$ cat src/chdiv_pkg.sv
/*
 * Constants, field layouts and types for the channel divider block.
 * Assumes register offsets are printed byte addresses on the serial
 * control port and that all logic runs on one system clock.
 */
package chdiv_pkg;

    // Register offsets.
    localparam logic [9:0] CHDIV_ADDR_CH1_ROUTE = 10'h195;
    localparam logic [9:0] CHDIV_ADDR_DIV2_CNT = 10'h196;
    localparam logic [9:0] CHDIV_ADDR_DIV2_CTRL = 10'h197;
    localparam logic [9:0] CHDIV_ADDR_CH2_ROUTE = 10'h198;
    localparam logic [9:0] CHDIV_ADDR_DIV3_CNT = 10'h199;

    // Reset values.
    localparam logic [7:0] CHDIV_RST_ROUTE = 8'h00;
    localparam logic [7:0] CHDIV_RST_DIV2_CNT = 8'h11;
    localparam logic [7:0] CHDIV_RST_DIV2_CTRL = 8'h00;
    localparam logic [7:0] CHDIV_RST_DIV3_CNT = 8'h00;
    localparam logic [7:0] CHDIV_RST_DIV3_CTRL = 8'h00;
    localparam logic [7:0] CHDIV_RDATA_NONE = 8'h00;

    // Field positions of the channel route and power register.
    localparam int CHDIV_ROUTE_PD_BIT = 2;
    localparam int CHDIV_ROUTE_DIRECT_BIT = 1;
    localparam int CHDIV_ROUTE_DCC_OFF_BIT = 0;
    localparam logic [7:0] CHDIV_ROUTE_MASK = 8'h07;

    // Source select codes for the direct route.
    localparam logic [1:0] CHDIV_SRC_OSC = 2'h2;
    localparam logic [1:0] CHDIV_SRC_CLKIN = 2'h0;

    // Indices into the synchronised pin vector.
    localparam int CHDIV_PIN_DIV2_IN = 0;
    localparam int CHDIV_PIN_DIV3_IN = 1;
    localparam int CHDIV_PIN_DIV1_OUT = 2;
    localparam int CHDIV_PIN_OSC = 3;
    localparam int CHDIV_PIN_CLKIN = 4;
    localparam int CHDIV_PIN_SYNC_N = 5;
    localparam int CHDIV_NPINS = 6;
    localparam int CHDIV_NDIV = 2;
    // Idle level of the pin vector; only the active-low sync pin idles high.
    localparam logic [CHDIV_NPINS-1:0] CHDIV_PIN_IDLE = 6'h20;

    // Divider control register layout, bit 7 down to bit 0.
    typedef struct packed {
        logic bypass;
        logic ignore_sync;
        logic force_out;
        logic start_high;
        logic [3:0] phase;
    } chdiv_ctrl_t;

    // Cycle count register layout.
    typedef struct packed {
        logic [3:0] low_cnt;
        logic [3:0] high_cnt;
    } chdiv_cnt_t;

    // Register write and read request.
    typedef struct packed {
        logic wr;
        logic rd;
        logic [9:0] addr;
        logic [7:0] wdata;
    } chdiv_req_t;

    // Divider sequencer states.
    typedef enum logic [3:0] {
        CHDIV_ST_HOLD = 4'b0001,
        CHDIV_ST_PHASE = 4'b0010,
        CHDIV_ST_LOW = 4'b0100,
        CHDIV_ST_HIGH = 4'b1000
    } chdiv_st_t;

endpackage

$ cat src/chdiv_top.sv
/*
 * Channel 1 control, divider 2 with channel 2, and divider 3 counting.
 * Assumes divider inputs, oscillator, clock input and sync arrive as
 * asynchronous pins slower than half of clk_sys, and that the source
 * select field lives elsewhere and comes in as a plain input.
 */
`timescale 1ns/100ps

module chdiv_top (
    input wire logic clk_sys,
    input wire logic rst,
    input wire chdiv_pkg::chdiv_req_t reg_req,
    output logic [7:0] reg_rdata,
    output logic reg_rvalid,
    input wire logic div2_in_clk,
    input wire logic div3_in_clk,
    input wire logic div1_out,
    input wire logic osc_clk,
    input wire logic clk_in_pin,
    input wire logic sync_n,
    input wire logic [1:0] source_select,
    output logic div2_out,
    output logic div3_out,
    output logic output_pair_three,
    output logic output_pair_four,
    output logic output_pair_five,
    output logic output_pair_six,
    output logic output_pair_seven,
    output logic output_pair_eight,
    output logic [1:0] duty_cycle_correction_en
);
    import chdiv_pkg::*;

    logic [7:0] ch1_route_r;
    logic [7:0] ch2_route_r;
    chdiv_cnt_t div2_cnt_r;
    chdiv_ctrl_t div2_ctrl_r;
    chdiv_cnt_t div3_cnt_r;
    logic [CHDIV_NPINS-1:0] pin_s1_r;
    logic [CHDIV_NPINS-1:0] pin_s2_r;
    logic [CHDIV_NPINS-1:0] pin_s3_r;
    logic [CHDIV_NPINS-1:0] pin_rise;
    logic sync_hold;
    chdiv_cnt_t cnt_arr [CHDIV_NDIV];
    chdiv_ctrl_t ctrl_arr [CHDIV_NDIV];
    logic in_lvl [CHDIV_NDIV];
    logic in_rise [CHDIV_NDIV];
    logic dout_r [CHDIV_NDIV];
    logic [2:0] ch1_r;
    logic [2:0] ch2_r;
    logic [4:0] reg_hit;

    // Picks the level a channel drives from its route register.
    function automatic logic chdiv_route(input logic [7:0] route,
                                         input logic [1:0] sel,
                                         input logic div_lvl,
                                         input logic osc_lvl,
                                         input logic clk_lvl);
        logic lvl;
        lvl = div_lvl;
        if (route[CHDIV_ROUTE_DIRECT_BIT] && sel == CHDIV_SRC_OSC) begin
            lvl = osc_lvl;
        end else if (route[CHDIV_ROUTE_DIRECT_BIT] &&
                     sel == CHDIV_SRC_CLKIN) begin
            lvl = clk_lvl;
        end
        if (route[CHDIV_ROUTE_PD_BIT]) begin
            lvl = 1'b0;
        end
        return lvl;
    endfunction

    // One-hot decode of the mapped offsets, shared by writes and reads.
    function automatic logic [4:0] chdiv_decode(input logic [9:0] addr);
        logic [4:0] sel;
        sel = 5'h00;
        sel[0] = (addr == CHDIV_ADDR_CH1_ROUTE);
        sel[1] = (addr == CHDIV_ADDR_DIV2_CNT);
        sel[2] = (addr == CHDIV_ADDR_DIV2_CTRL);
        sel[3] = (addr == CHDIV_ADDR_CH2_ROUTE);
        sel[4] = (addr == CHDIV_ADDR_DIV3_CNT);
        return sel;
    endfunction

    // Decoded offset of the current request; unmapped offsets give zero.
    assign reg_hit = chdiv_decode(reg_req.addr);

    // Channel 1 route and power; bits above the defined three read zero.
    always_ff @(posedge clk_sys) begin
        if (rst) begin
            ch1_route_r <= CHDIV_RST_ROUTE;
        end else if (reg_req.wr && reg_hit[0]) begin
            ch1_route_r <= reg_req.wdata & CHDIV_ROUTE_MASK;
        end
    end

    // Divider 2 low and high cycle counts.
    always_ff @(posedge clk_sys) begin
        if (rst) begin
            div2_cnt_r <= CHDIV_RST_DIV2_CNT;
        end else if (reg_req.wr && reg_hit[1]) begin
            div2_cnt_r <= reg_req.wdata;
        end
    end

    // Divider 2 control; a new value acts from the next cycle on.
    always_ff @(posedge clk_sys) begin
        if (rst) begin
            div2_ctrl_r <= CHDIV_RST_DIV2_CTRL;
        end else if (reg_req.wr && reg_hit[2]) begin
            div2_ctrl_r <= reg_req.wdata;
        end
    end

    // Channel 2 route and power; bits above the defined three read zero.
    always_ff @(posedge clk_sys) begin
        if (rst) begin
            ch2_route_r <= CHDIV_RST_ROUTE;
        end else if (reg_req.wr && reg_hit[3]) begin
            ch2_route_r <= reg_req.wdata & CHDIV_ROUTE_MASK;
        end
    end

    // Divider 3 low and high cycle counts.
    always_ff @(posedge clk_sys) begin
        if (rst) begin
            div3_cnt_r <= CHDIV_RST_DIV3_CNT;
        end else if (reg_req.wr && reg_hit[4]) begin
            div3_cnt_r <= reg_req.wdata;
        end
    end

    // A read strobe is answered by a one-cycle valid pulse.
    always_ff @(posedge clk_sys) begin
        if (rst) begin
            reg_rvalid <= 1'b0;
        end else begin
            reg_rvalid <= reg_req.rd;
        end
    end

    // Read data follows the decoded offset; a same-cycle write is not seen.
    always_ff @(posedge clk_sys) begin
        if (rst) begin
            reg_rdata <= CHDIV_RDATA_NONE;
        end else begin
            unique case (reg_hit)
                5'h01: reg_rdata <= ch1_route_r;
                5'h02: reg_rdata <= div2_cnt_r;
                5'h04: reg_rdata <= div2_ctrl_r;
                5'h08: reg_rdata <= ch2_route_r;
                5'h10: reg_rdata <= div3_cnt_r;
                default: reg_rdata <= CHDIV_RDATA_NONE;
            endcase
        end
    end

    // Two-stage synchronisers; reset to idle so no false sync hold follows.
    always_ff @(posedge clk_sys) begin
        if (rst) begin
            pin_s1_r <= CHDIV_PIN_IDLE;
            pin_s2_r <= CHDIV_PIN_IDLE;
        end else begin
            pin_s1_r <= {sync_n, clk_in_pin, osc_clk, div1_out,
                         div3_in_clk, div2_in_clk};
            pin_s2_r <= pin_s1_r;
        end
    end

    // Third stage, kept only to find rising edges of the synced levels.
    always_ff @(posedge clk_sys) begin
        if (rst) begin
            pin_s3_r <= CHDIV_PIN_IDLE;
        end else begin
            pin_s3_r <= pin_s2_r;
        end
    end

    // Rising edges and the chip-level sync request.
    assign pin_rise = pin_s2_r & ~pin_s3_r;
    assign sync_hold = ~pin_s2_r[CHDIV_PIN_SYNC_N];

    // Divider 3 control is held at its default here.
    assign cnt_arr[0] = div2_cnt_r;
    assign cnt_arr[1] = div3_cnt_r;
    assign ctrl_arr[0] = div2_ctrl_r;
    assign ctrl_arr[1] = CHDIV_RST_DIV3_CTRL;
    assign in_lvl[0] = pin_s2_r[CHDIV_PIN_DIV2_IN];
    assign in_lvl[1] = pin_s2_r[CHDIV_PIN_DIV3_IN];
    assign in_rise[0] = pin_rise[CHDIV_PIN_DIV2_IN];
    assign in_rise[1] = pin_rise[CHDIV_PIN_DIV3_IN];

    // One sequencer per divider, counting input rising edges.
    for (genvar g = 0; g < CHDIV_NDIV; g++) begin : g_div
        chdiv_st_t st_r;
        logic [3:0] cnt_r;
        logic held;
        logic forced;

        // Sync stops the divider unless it is told to ignore sync.
        assign held = sync_hold && !ctrl_arr[g].ignore_sync;
        // Static output needs ignore-sync as well as force.
        assign forced = ctrl_arr[g].force_out &&
                        ctrl_arr[g].ignore_sync;

        // Low and high phases each last their count plus one edges.
        always_ff @(posedge clk_sys) begin
            if (rst) begin
                st_r <= CHDIV_ST_HOLD;
                cnt_r <= 4'h0;
            end else if (held || forced || ctrl_arr[g].bypass) begin
                st_r <= CHDIV_ST_HOLD;
                cnt_r <= 4'h0;
            end else if (in_rise[g]) begin
                unique case (st_r)
                    CHDIV_ST_HOLD: begin
                        if (ctrl_arr[g].phase != 4'h0) begin
                            st_r <= CHDIV_ST_PHASE;
                            cnt_r <= ctrl_arr[g].phase - 4'h1;
                        end else if (ctrl_arr[g].start_high) begin
                            st_r <= CHDIV_ST_HIGH;
                            cnt_r <= cnt_arr[g].high_cnt;
                        end else begin
                            st_r <= CHDIV_ST_LOW;
                            cnt_r <= cnt_arr[g].low_cnt;
                        end
                    end
                    CHDIV_ST_PHASE: begin
                        if (cnt_r != 4'h0) begin
                            cnt_r <= cnt_r - 4'h1;
                        end else if (ctrl_arr[g].start_high) begin
                            st_r <= CHDIV_ST_HIGH;
                            cnt_r <= cnt_arr[g].high_cnt;
                        end else begin
                            st_r <= CHDIV_ST_LOW;
                            cnt_r <= cnt_arr[g].low_cnt;
                        end
                    end
                    CHDIV_ST_LOW: begin
                        if (cnt_r != 4'h0) begin
                            cnt_r <= cnt_r - 4'h1;
                        end else begin
                            st_r <= CHDIV_ST_HIGH;
                            cnt_r <= cnt_arr[g].high_cnt;
                        end
                    end
                    CHDIV_ST_HIGH: begin
                        if (cnt_r != 4'h0) begin
                            cnt_r <= cnt_r - 4'h1;
                        end else begin
                            st_r <= CHDIV_ST_LOW;
                            cnt_r <= cnt_arr[g].low_cnt;
                        end
                    end
                    default: begin
                        st_r <= CHDIV_ST_HOLD;
                        cnt_r <= 4'h0;
                    end
                endcase
            end
        end

        // Output level; bypass outranks force, sync hold drives low.
        always_ff @(posedge clk_sys) begin
            if (rst) begin
                dout_r[g] <= 1'b0;
            end else if (ctrl_arr[g].bypass) begin
                dout_r[g] <= in_lvl[g];
            end else if (forced) begin
                dout_r[g] <= ctrl_arr[g].start_high;
            end else if (held) begin
                dout_r[g] <= 1'b0;
            end else begin
                dout_r[g] <= (st_r == CHDIV_ST_HIGH);
            end
        end
    end

    assign div2_out = dout_r[0];
    assign div3_out = dout_r[1];

    // Channel 1 trio follows divider 1 or a direct source, one flop each.
    always_ff @(posedge clk_sys) begin
        if (rst) begin
            ch1_r <= 3'h0;
        end else begin
            ch1_r <= {3{chdiv_route(ch1_route_r, source_select,
                                    pin_s2_r[CHDIV_PIN_DIV1_OUT],
                                    pin_s2_r[CHDIV_PIN_OSC],
                                    pin_s2_r[CHDIV_PIN_CLKIN])}};
        end
    end

    // Channel 2 trio follows divider 2 or a direct source, one flop each.
    always_ff @(posedge clk_sys) begin
        if (rst) begin
            ch2_r <= 3'h0;
        end else begin
            ch2_r <= {3{chdiv_route(ch2_route_r, source_select,
                                    dout_r[0],
                                    pin_s2_r[CHDIV_PIN_OSC],
                                    pin_s2_r[CHDIV_PIN_CLKIN])}};
        end
    end

    assign output_pair_three = ch1_r[0];
    assign output_pair_four = ch1_r[1];
    assign output_pair_five = ch1_r[2];
    assign output_pair_six = ch2_r[0];
    assign output_pair_seven = ch2_r[1];
    assign output_pair_eight = ch2_r[2];

    // Duty-cycle correction enables for the analog channel stage.
    always_ff @(posedge clk_sys) begin
        if (rst) begin
            duty_cycle_correction_en <= 2'h3;
        end else begin
            duty_cycle_correction_en <= {
                ~ch2_route_r[CHDIV_ROUTE_DCC_OFF_BIT],
                ~ch1_route_r[CHDIV_ROUTE_DCC_OFF_BIT]};
        end
    end

endmodule // chdiv_top

$ cat config.mk
export PLATFORM = sky130hd
export DESIGN_NAME = chdiv_top
export DESIGN_NICKNAME = d
export VERILOG_FILES = /design/src/chdiv_pkg.sv /design/src/chdiv_top.sv
export SDC_FILE = /design/constraint.sdc
export NUM_CORES = 1
export LEC_CHECK = 0
export BUFFER_PORTS_ARGS = -buffer_cell sky130_fd_sc_hd__clkbuf_2
export CAP_MARGIN = 20
export CORE_AREA = 5 5 109 111
export DETAILED_ROUTE_END_ITERATION = 10
export DIE_AREA = 0 0 114 116
export PLACE_DENSITY_LB_ADDON = 0.25
export SETUP_SLACK_MARGIN = 0.15
export SYNTH_ARGS = -nofsm -noshare
export SYNTH_HDL_FRONTEND = slang
export SYNTH_SLANG_ARGS = --single-unit
$ cat constraint.sdc
create_clock -name clk_sys -period 4.8 [get_ports clk_sys]
set_input_delay 0.48 -clock clk_sys [delete_from_list [all_inputs] [get_ports clk_sys]]
set_output_delay 0.48 -clock clk_sys [all_outputs]
set_load 0.01 [all_outputs]
# --- Word-level counts from Yosys, hierarchy flattened ---
# Memory sizes are Yosys's and may differ from the RTL's.
# Index checks and enable logic that the tools add are counted.
word_totals:
  ff_bits: 73
  ramBits: 2
  inputBits: 30
  output_inout_bits: 19
  wordCells: 141
  memories: 1
classes:
  add_sub_neg: 3
  eq_ne: 24
  mux: 56
  n_bitwise: 11
  reduce_logical: 23
memory_table:
  columns: ["name", "words", "width", "rd", "rd_clocked_by_memory_dff", "write_ports", "line", "source"]
  rows:
  - ["dout_r", 2, 1, 2, 0, 2, "chdiv_top.sv:48", "logic dout_r [CHDIV_NDIV];"]
op_table:
  columns: ["cell", "n"]
  rows:
  - ["$mux 4", 14]
  - ["$eq 10x9->1 const B", 5]
  - ["$pmux 8 s5", 1]
  - ["$mux 1", 37]
  - ["$pmux 4 s4", 2]
  - ["$pmux 4 s3", 2]
  - ["$reduce_bool 4->1", 3]
  - ["$sub 4x1->4 const B", 3]
  - ["$logic_and 1x1->1", 11]
  - ["$ne 2x2->1 const B", 5]
  - ["$eq 4x1->1 const B", 2]
  - ["$eq 4x2->1 const B", 2]
  - ["$eq 4x3->1 const B", 2]
  - ["$eq 4x4->1 const B", 2]
  - ["$or 1x1->1", 6]
  - ["$reduce_or 2->1", 3]
  - ["$eq 5x1->1 const B", 1]
  - ["$eq 5x2->1 const B", 1]
  - ["$eq 5x3->1 const B", 1]
  - ["$eq 5x4->1 const B", 1]
  - ["$eq 5x5->1 const B", 1]
  - ["$reduce_and 4->1", 1]
  - ["$not 1->1", 3]
  - ["$reduce_and 3->1", 1]
  - ["other kinds (6)", 7]

# --- Depth between registers and ports, before layout ---
# Gate-level depths: netlist of the first run.
logic_depth:
  ltp_word: 9
  depth_mapped: 8
  ltp_nobuf: 7

# --- Least setup slack after synthesis of the first run ---
# Ideal clock, no wire load.
synth_path:
  kind: "register to register"
  from: "reg g_div[0].cnt_r[0]"
  to: "reg g_div[0].cnt_r[2]"
  setup_time_ps: 131
  arrival_time_ps: 1662
  required_time_ps: 4669
  path_slack_ps: 3007
  path_stages_with_launch: 9
  n_path_buf: 1
  period_less_slack_ps: 1793
  cell_sequence: "dfxtp_1 -> inv_1 -> ha_1 -> or3b_1 -> buf_6 -> o2111ai_4 -> nor2_1 -> a2111oi_0 -> nor3_1"
synth_via:
  elab_chain_len: 3
  elab_cells_between_ends: 6
  classes_between: "1 x add/sub; 4 x mux; 1 x reduce/logical"
synth_rtl:
  columns: ["element", "line", "source"]
  rows:
  - ["start: declaration", "chdiv_top.sv:196", "logic [3:0] cnt_r;"]
  - ["start signal: assignment", "chdiv_top.sv:219", "cnt_r <= ctrl_arr[g].phase - 4'h1;"]
  - ["start signal: assignment", "chdiv_top.sv:222", "cnt_r <= cnt_arr[g].high_cnt;"]
  - ["start signal: assignment", "chdiv_top.sv:225", "cnt_r <= cnt_arr[g].low_cnt;"]
  - ["$sub 4x1->4 or $reduce_bool 4->1 (tied branches)", null, null]
  - ["$mux 4 (on tied branches)", "chdiv_top.sv:248, chdiv_top.sv:229, chdiv_top.sv:240", null]
  - ["$pmux 4 s4 *", "chdiv_top.sv:215", "unique case (st_r)"]
# Mark *: on every way between the ends. The rest lies on a longest branch, timed or not.
# A chain may end at the register's enable or synchronous reset.

# --- Worst setup path after layout of the first run ---
layout_path:
  from: "in reg_req[14] in the netlist's numbering"
  to: "reg div2_ctrl_r (netlist bit ctrl_arr[11])"
layout_via:
  elab_chain_len: 2
layout_rtl:
  columns: ["element", "line", "source"]
  rows:
  - ["start: declaration", "chdiv_top.sv:12", "input wire chdiv_pkg::chdiv_req_t reg_req,"]
  - ["$eq 10x9->1", "chdiv_top.sv:79", "sel[2] = (addr == CHDIV_ADDR_DIV2_CTRL);"]
  - ["$logic_and 1x1->1", "chdiv_top.sv:110", "end else if (reg_req.wr && reg_hit[2]) begin"]
  - ["end signal: assignment", "chdiv_top.sv:111", "div2_ctrl_r <= reg_req.wdata;"]
  - ["end: declaration", "chdiv_top.sv:37", "chdiv_ctrl_t div2_ctrl_r;"]
# Every way passes these cells.

==> results of run 1 <==
## registers in the layout, summed over array words and instances (netlist names), 3 cells and up
| signal | cells |
|---|---|
| ch1_route_r | 3 |
| ch2_route_r | 3 |
| cnt_arr | 16 |
| ctrl_arr | 8 |
| g_div.cnt_r | 8 |
| g_div.st_r | 7 |
| pin_s1_r | 6 |
| pin_s2_r | 6 |
| reg_rdata | 8 |
## routing by layer
metal	track usage, %	vias up	share of wire [%]
met5	0	-	0
met4	4.99	0	1.5
met3	3.19	11	4.1
met2	21.8	63	44
met1	20.5	1429	50
li1	-	1527	-
## cell usage in the layout (no fill, tap or decap), types with 2 or more instances in the layout
cell       synthesis  layout
nor3_1             6       6
o21ai_0           21      21
and2b_1            3       3
nor4bb_1           2       2
a21oi_1           25      25
dfxtp_1           72      72
a32oi_1            3       3
or3b_1             2       2
a211oi_1           3       3
and3b_1            4       4
or2_2              3       3
mux2_2             4       4
o211ai_1           3       3
clkinv_2           0       2
nor2b_1           25      25
a211o_1            3       3
edfxtp_1           2       2
nor3b_2            2       2
nor4_1             2       2
a221oi_1           3       3
nand2b_1           8       8
mux2i_1           25      25
nand2_1           26      26
clkbuf_8           0       9
nand4_1            2       2
ha_1               6       6
conb_1             1       2
nor2_1            49      49
inv_1             11      11
a22o_1             6       6
nand3_1            5       5
xor2_1             6       6
a22oi_1           10      10
o2111ai_1          3       3
nand3b_1           4       4
o31ai_1            5       5
a222oi_1           3       3
clkbuf_2           1      48
## power groups by stage
| stage | clock [uW] | sequential (uW) | combinational, uW |
|---|---|---|---|
| 2_1_floorplan | 0 | 643 | 51.7 |
| 3_3_place_gp | 0 | 646 | 75.3 |
| 3_5_place_dp | 0 | 647 | 76.2 |
| 4_1_cts | 495 | 632 | 76.4 |
| 5_1_grt | 526 | 634 | 85.9 |
| 6_report | 489 | 632 | 76.5 |
## area by class of cell
| type | instances | area [um2] |
|---|---|---|
| Sequential cell | 74 | 1500 |
| Multi-Input combinational cell | 298 | 1980 |
| Fill cell | 1061 | 6560 |
| Clock inverter | 6 | 65.1 |
| Tap cell | 140 | 175 |
| Clock buffer | 10 | 128 |
| Inverter | 11 | 41.3 |
| Timing Repair Buffer | 49 | 248 |
## final timing paths
path	cells past startpoint	to	slack, ns
max reg2reg	7	g_div[0].cnt_r[2]	2.74
max	6	ctrl_arr[11]	2.62
min	2	pin_s1_r[5]	0.30
min reg2reg	1	duty_cycle_correction_en[0]	0.43
## synth_stat cells, types with 2 or more instances
master     instances
dfxtp_1           72
nand2b_1           8
and2b_1            3
xor2_1             6
o2111ai_1          3
ha_1               6
nor3b_2            2
a211o_1            3
o31ai_1            5
nor4_1             2
nand2_1           26
a22o_1             6
mux2i_1           25
nor4bb_1           2
mux2_2             4
inv_1             11
or3b_1             2
a22oi_1           10
and3b_1            4
buf_6              2
clkbuf_1          14
nor2b_1           25
a222oi_1           3
buf_4              7
edfxtp_1           2
a21oi_1           25
o211ai_1           3
nor3_1             6
nand3b_1           4
or2_2              3
o21ai_0           21
a221oi_1           3
nand4_1            2
a211oi_1           3
nor2_1            49
nand3_1            5
buf_2              2
a32oi_1            3
## cells by family after synthesis
kind of cell             share of synthesized area [%]
flip-flops                                        40.9
buffers and inverters                             5.21
adder cells (fa/ha/maj)                           2.04
AO/OA/AOI/OAI                                     19.4
multiplexers                                      8.04
AND/OR/NAND/NOR                                   22.7
other                                            0.102
XOR/XNOR                                          1.67
## through the flow
step / hold slack [ns] / instance area, um2 / setup slack, ns / utilization [%] / cells
finish: 0.299 / 4140 / 2.62 / 38.7 / 588
global route: 0.304 / 4140 / 2.47 / 38.7 / 588
CTS: 0.296 / 4140 / 2.62 / 38.7 / 588
detailed placement: 0.409 / 3950 / 2.25 / 36.9 / 572
global placement: 0.394 / 3950 / 2.36 / 36.9 / 572
floorplan: 0.382 / 3670 / 3.01 / - / 410
==> results.toml, run 1 <==
[power]
seqPwrFrac_pct = 52.8
power_switching_uw = 303
p_leak_uw = 0.00159
combPwrFrac_pct = 6.4
intPower_uw = 895
pwr-share-clk_pct = 40.8
ir_drop_mv = 0.144
switching_share_pct = 25.3
powerDensity_nw_per_um2 = 289
power_uw = 1200

[sta]
max-slew-margin-rel_pct = 44.3
drv_slew = 0
tns_ns = 0
setup_violations = 0
worst_pin_slew_ns = 0.833
timing.final.crit_period_ns = 2.18
rsz0062_at_grt = "no"
finalHoldViolations = 0
fin_skew_ns = 0.0130
timing.final.crit_share_pct = 45.5
fmax_mhz = 458

[synthesis]
synth_top_area_cell = "dfxtp_1"
synth.distinct_cells = 65
synth_top_area_share_pct = 39.3
synthTopCellsByArea = "dfxtp_1 (39%), mux2i_1 (6.8%), nor2_1 (5.0%), nor2b_1 (4.3%), a21oi_1 (3.4%)"
synth-edff-count = 2
synthCells = 409
async_flop_share_pct = 0
ys_seq_elements = 74
avgSynthCellArea_um2 = 8.98
ys_warn_count = 0
yosysSeqAreaShare_pct = 40.9
synth_area_um2 = 3670
ys.flop_type = "dfxtp_1"

[global_routing]
grt_pass1_vias = 2982
track_usage_pct = 14.5
globalRouteOverflowTotal = 0
grt_max_degree = 55
grt_pass1_wl_mm = 15.2
antenna_found_initial = 0

[clocking]
clockBufferDepth = 2
cts_resized = 0
cts_setup_buffers = 0
clock_latency_ns = 0.36
path_clk_slew_ns = 0.09
cts_htree_levels = 3
cts_tree = "done"
cts_hold_buf = 0
cts_inserted_buffers = 9
cts_root_buf = "clkbuf_8"
clock-sinks = 74

[layout]
areaGrowthSynthToFinish_pct = 12.8
nets = 479
layout-drive-gt1-share_pct = 18.5
diodes = 0

[floorplan]
die_y_um = 116
fp.dieW_um = 114
ios = 49
dieArea_um2 = 13200
rows = 38
initial_utilization_pct = 34.3
fp.coreArea_um2 = 10700

[drt]
drtAntennaViolNets = 0
drt_iter0_drc = 186
wl_per_cell_um = 15.4
drt_wl_total_mm = 9.07
dr_total_vias = 3030
via_per_inst = 5.15
drt_first_pass_iters = 4
drc_errors = 0

[setup_path]
start_kind = "primary input"
crit_type = "primary input to register"
crit_fanout = 11
startpoint = "reg_req[14]"
cp.required_ns = 5.02
critical-path-slowest-cell = "nor2b_1"
r2r_start = "g_div[0].cnt_r[0]"
end_kind = "register"
crit_buf_inv = 1
critical_path.top_delay_family = "simple AND/OR/NAND/NOR gates"
arrival_ns = 2.41
path_cells = "clkbuf_2 > and4bb_2 > nand4_1 > nor2b_1 > mux2i_1 > nor2_1"
max_stage_delay_ns = 0.81

[hold_path]
hp-class = "primary input to register"
hold_start = "sync_n"

[place]
dp_hpwl_mm = 6.56
portBuffers = 48
gp_congestion = 0.834

[status]
status = "completed"

[run]
maxCapViolations = 0
(Power assumes the default switching activity.)
==> run 2: changes to the inputs <==
--- a/config.mk
+++ b/config.mk
@@ -5,11 +5,12 @@
 export SDC_FILE = /design/constraint.sdc
 export NUM_CORES = 1
 export LEC_CHECK = 0
+export ABC_AREA = 1
 export BUFFER_PORTS_ARGS = -buffer_cell sky130_fd_sc_hd__clkbuf_2
 export CAP_MARGIN = 20
-export CORE_AREA = 5 5 109 111
+export CORE_AREA = 5 5 108 110
 export DETAILED_ROUTE_END_ITERATION = 10
-export DIE_AREA = 0 0 114 116
+export DIE_AREA = 0 0 113 115
 export PLACE_DENSITY_LB_ADDON = 0.25
 export SETUP_SLACK_MARGIN = 0.15
 export SYNTH_ARGS = -nofsm -noshare
==> constraint.sdc (replaced) <==
create_clock -name clk_sys -period 2.1 [get_ports clk_sys]
set_input_delay 0.21 -clock clk_sys [delete_from_list [all_inputs] [get_ports clk_sys]]
set_output_delay 0.21 -clock clk_sys [all_outputs]
set_load 0.01 [all_outputs]
==> run 2 against run 1 <==
  * Register-to-register slack got worse by 2.4 ns
  * Clock skew decreased by 0.00072 ns
  * Die area shrank 1.7%
  * Sequential share of layout area is 0.34 points lower
  * Synthesized cell count is 26% higher
  * Synthesized area is 0.92% lower
  * Design area rose by 0.94%
  * First-iteration DRC count grew 28%
==> results.toml, run 2 <==
[power]
ir_drop_mv = 0.356
powerDensity_nw_per_um2 = 651
power_uw = 2720
p_leak_uw = 0.00192

[global_routing]
antenna_found_initial = 0
track_usage_pct = 14.8
grt_max_degree = 23
grt_pass1_wl_mm = 15.4
globalRouteOverflowTotal = 0
grt_pass1_vias = 3325

[layout]
mostFrequentLayoutCells = "nand2_1 (102), inv_1 (85), dfxtp_1 (72)"
largest_reg_flops = 16
mostFrequentLayoutCell = "nand2_1"
areaGrowthSynthToFinish_pct = 14.9
layout-drive-gt1-share_pct = 16.1
nets = 601
instances_no_fill = 710
regArea_um2 = 1500
diodes = 0
final_cell_area_um2 = 4180
fillers = 1092
multiInputGateArea_um2 = 1720

[synthesis]
avgSynthCellArea_um2 = 7.06
synthCells = 515
synth_top_area_cell = "dfxtp_1"
ys.flop_type = "dfxtp_1"
async_flop_share_pct = 0
synth_area_um2 = 3640
synth-edff-count = 2
synth.distinct_cells = 37
yosysSeqAreaShare_pct = 41.3
synthTopCellsByArea = "dfxtp_1 (40%), nand2_1 (11%), inv_1 (8.8%), nand3_1 (7.2%), o21ai_0 (6.3%)"
synth_top_area_share_pct = 39.6
ys_seq_elements = 74
ys_warn_count = 0
synth.most_common_cell = "nand2_1"
synthTopCellsByCount = "nand2_1 (102), inv_1 (85), dfxtp_1 (72)"

[clocking]
cts_root_buf = "clkbuf_8"
cts_hold_buf = 0
clockBufferDepth = 2
cts_tree = "done"
path_clk_slew_ns = 0.08
cts_inserted_buffers = 9
cts_setup_buffers = 0
clock_latency_ns = 0.36
cts_resized = 0
cts_htree_levels = 3
clock-sinks = 74

[sta]
fin_skew_ns = 0.0123
timing.final.crit_share_pct = 82.0
setup_violations = 0
drv_slew = 0
finalHoldViolations = 0
worst_pin_slew_ns = 0.526
fmax_mhz = 581
tns_ns = 0
rsz0062_at_grt = "no"
timing.final.crit_period_ns = 1.72
max-slew-margin-rel_pct = 64.8
hold_ws_ns = 0.0245

[drt]
drtAntennaViolNets = 0
via_per_inst = 4.64
drt_first_pass_iters = 5
drc_errors = 0
drt_wl_total_mm = 8.96
dr_total_vias = 3295
drt_iter0_drc = 238
wl_per_cell_um = 12.6

[place]
gp_congestion = 0.822
portBuffers = 48
place_area_um2 = 3980
dp_hpwl_mm = 6.82
dpl.cell_count = 694

[setup_path]
crit_top_cell = "nand2_1"
start_kind = "register"
arrival_ns = 1.96
crit_cells = 9
crit_buf_inv = 1
critical-path-slowest-cell = "nor2_1"
critical_path.top_delay_family = "simple AND/OR/NAND/NOR gates"
crit_type = "register to register"
max_stage_delay_ns = 0.38
cp.required_ns = 2.34
reg2regPathDepth = 9
crit_fanout = 8
end_kind = "register"
path_cells = "inv_1 > ha_1 > nand2_1 > nor2_1 > nand2_1 > nand3_1 > nand2_1 > o21ai_0 > a21oi_1"

[floorplan]
initial_utilization_pct = 34.3
ios = 49
die_y_um = 115
fp.coreArea_um2 = 10600
fp.dieW_um = 113
dieArea_um2 = 13000
rows = 38

[hold_path]
holdPathStages = 3
hp-class = "primary input to register"

[status]
status = "completed"

[run]
maxCapViolations = 0
## run 2: cell count changes in the layout (fill, tap and decap cells not counted), sizes merged, moves of 7 or more
cell / previous run / this run
nor2b: 25 / 0
a22oi: 10 / 0
mux2i: 25 / 0
o21ai: 21 / 49
inv: 12 / 87
nand2: 27 / 107
nand3: 6 / 55
nand2b: 8 / 0
nor2: 50 / 57
a21oi: 26 / 42
## run 2: worst register-to-register path, delay by kind of cell (launching register included)
| family | cells | cell delay [ns] |
|---|---|---|
| AOI/OAI and AO/OA | 2 | 0.25 |
| adders and majority gates | 1 | 0.22 |
| buffers and inverters | 1 | 0.11 |
| DFF | 1 | 0.33 |
| and+or+nand+nor | 5 | 0.70 |
## run 2: logic make-up after synthesis
kind of cell / Yosys count / share of synthesized area (%)
AO/OA/AOI/OAI: 105 / 15.9
flip-flops: 74 / 41.3
adder cells (fa/ha/maj): 6 / 2.06
other: 1 / 0.103
AND/OR/NAND/NOR: 227 / 28.4
buffers and inverters: 99 / 11.5
XOR/XNOR: 3 / 0.723
## run 2: final timing paths
kind | slack [ns] | from | to
setup / recovery | 0.38 | g_div[0].cnt_r[0] | g_div[0].cnt_r[1]
hold / removal | 0.02 | osc_clk | pin_s1_r[3]
setup reg to reg | 0.38 | g_div[0].cnt_r[0] | g_div[0].cnt_r[1]
hold reg to reg | 0.40 | ch1_route_r[0] | duty_cycle_correction_en[0]
## run 2: layout make-up
cell class	instances	area share, %
Multi-Input combinational cell	343	41.2
Sequential cell	74	35.9
Inverter	86	7.72
Timing Repair Buffer	51	6.29
Tap cell	140	4.19
Clock buffer	11	3.89
Clock inverter	5	0.808
## run 2: where the power goes
| part | total, uW | leakage [uW] | switching (uW) | internal, uW |
|---|---|---|---|---|
| Clock | 1100 | 0.0000969 | 567 | 533 |
| Sequential | 1440 | 0.000605 | 11.2 | 1430 |
| Combinational | 181 | 0.00122 | 120 | 61.4 |
## run 2: per-layer routing
layer | GRT usage [%] | wire length, um
met3 | 4.21 | 560
met5 | 0 | 0
met2 | 23.5 | 3920
met4 | 6.01 | 164
met1 | 19.2 | 4310
## run 2: metrics by stage
| stage | util [%] | setup WS, ns |
|---|---|---|
| 3_5_place_dp | 37.6 | 0.386 |
| 3_3_place_gp | 37.6 | 0.484 |
| 2_1_floorplan | - | 0.624 |
| 6_report | 39.4 | 0.377 |
| 4_1_cts | 39.4 | 0.376 |
| 5_1_grt | 39.4 | 0.207 |
==> run 3: changes to the inputs <==
==> constraint.sdc (replaced) <==
create_clock -name clk_sys -period 1.8 [get_ports clk_sys]
set_input_delay 0.18 -clock clk_sys [delete_from_list [all_inputs] [get_ports clk_sys]]
set_output_delay 0.18 -clock clk_sys [all_outputs]
set_load 0.01 [all_outputs]
==> run 3 against run 2 <==
  * Maximum frequency is 17% higher
  * Sequential share of layout area is 0.60 points lower
  * Clock power is 22% higher
  * Global-route usage is 0.37 points lower
  * Core utilization is 0.67 points higher
  * Flip-flop and latch count stayed put
  * Total power is 19% higher
  * Setup slack worse by 0.055 ns
  * Clock skew is 0.0021 ns higher
  * Critical path depth is 1 higher
  * Critical path type unchanged
  * Largest cell class unchanged
==> results.toml, run 3 (same netlist as run 2, synthesis figures left out) <==
[floorplan]
fp.coreArea_um2 = 10600
ios = 49
initial_utilization_pct = 34.3
die_y_um = 115
rows = 38
dieArea_um2 = 13000
fp.dieW_um = 113

[setup_path]
crit_fanout = 8
end_kind = "register"
crit_top_cell = "nand2_1"
arrival_ns = 1.70
path_cells = "inv_2 > ha_4 > nand2_1 > nor2_1 > buf_4 > nand2_1 > nand3_1 > nand2_1 > o21ai_0 > a21oi_1"
critical-path-slowest-cell = "dfxtp_1"
crit_type = "register to register"
max_stage_delay_ns = 0.34
start_kind = "register"
cp.required_ns = 2.02

[sta]
timing.final.crit_period_ns = 1.48
finalHoldViolations = 0
rsz0062_at_grt = "yes"
setup_violations = 0
finalWorstSetupSlack_ns = 0.322
timing.final.crit_share_pct = 82.1
fmax_mhz = 677
tns_ns = 0
drv_slew = 0
fin_skew_ns = 0.0144

[layout]
final_cell_area_um2 = 4250
mostFrequentLayoutCell = "nand2_1"
fin_util_pct = 40.1
nets = 606
layout-drive-gt1-share_pct = 17.7
mostFrequentLayoutCells = "nand2_1 (101), inv_1 (83), dfxtp_1 (72)"
largest_reg_flops = 16
fillers = 1102
areaGrowthSynthToFinish_pct = 16.9
diodes = 0

[clocking]
cts_tree = "done"
clock_latency_ns = 0.35
path_clk_slew_ns = 0.08
cts_hold_buf = 0
clock-sinks = 74
cts_root_buf = "clkbuf_8"
cts_inserted_buffers = 9
cts_htree_levels = 3
clockBufferDepth = 2

[power]
powerDensity_nw_per_um2 = 763
ir_drop_mv = 0.347
p_leak_uw = 0.00196
power_uw = 3240

[place]
gp_congestion = 0.809
portBuffers = 48
dp_slack_ns = 0.221
place_area_um2 = 4020
dp_hpwl_mm = 6.93

[status]
status = "completed"

[drt]
drtAntennaViolNets = 0
wl_met3_um = 504
wl_met2_mm = 4.04
drt_wl_total_mm = 8.95
wl_met1_mm = 4.36
via_per_inst = 4.70
highest_layer = "met4"
drt_iter0_drc = 189
drt_first_pass_iters = 5
wl_per_cell_um = 12.5
drc_errors = 0
dr_total_vias = 3363

[global_routing]
globalRouteOverflowTotal = 0
grt_pass1_wl_mm = 15.5
track_usage_pct = 14.5
grt_pass1_vias = 3278
antenna_found_initial = 0
grt_max_degree = 19

[run]
maxCapViolations = 0

[hold_path]
hp-class = "primary input to register"
==> run 3: cell type report <==
class	count	area, um2	share of cell area, %
Sequential cell	74	1500	35.3
Clock inverter	4	51.3	1.21
Multi-Input combinational cell	343	1740	41.0
Timing Repair Buffer	56	300	7.07
Inverter	86	323	7.59
Clock buffer	12	155	3.65
Tap cell	140	175	4.12
==> run 3: power by group <==
group	total (uW)	internal (uW)	switching (uW)
Sequential	1680	1670	12.5
Clock	1340	718	626
Combinational	219	77.6	141
==> run 3: stage by stage <==
stage,hold slack (ns),std cells
floorplan,0.264,516
global placement,0.371,699
detailed placement,0.373,699
CTS,0.00585,715
global route,0.0167,715
finish,0.0206,715
==> run 3: final timing paths <==
check | start | to | slack (ns) | cells after the start
worst max-delay path | g_div[0].cnt_r[0] | g_div[0].cnt_r[2] | 0.32 | 10
worst min-delay path | div3_in_clk | pin_s1_r[1] | 0.02 | 3
worst max register to register | g_div[0].cnt_r[0] | g_div[0].cnt_r[2] | 0.32 | 10
worst min register to register | pin_s1_r[3] | pin_s2_r[3] | 0.40 | 2
==> run 3: critical path: cells and delay by family (launching register included) <==
family	cells	cell delay (ns)
simple gates	5	0.35
fa+ha+maj	1	0.16
compound gates	2	0.25
buf+inv	2	0.26
flops	1	0.34
==> run 3: per-layer routing <==
metal	up-vias	track usage, %
li1	1754	-
met4	0	4.17
met5	-	0
met1	1538	19.8
met3	2	3.11
met2	69	23.1
==> run 3: what timing repair did <==
item	CTS	global route
endpoints found under the hold margin	0	0
gates resized for setup	0	8
endpoints found under the setup margin	0	11
buffers inserted	0	0
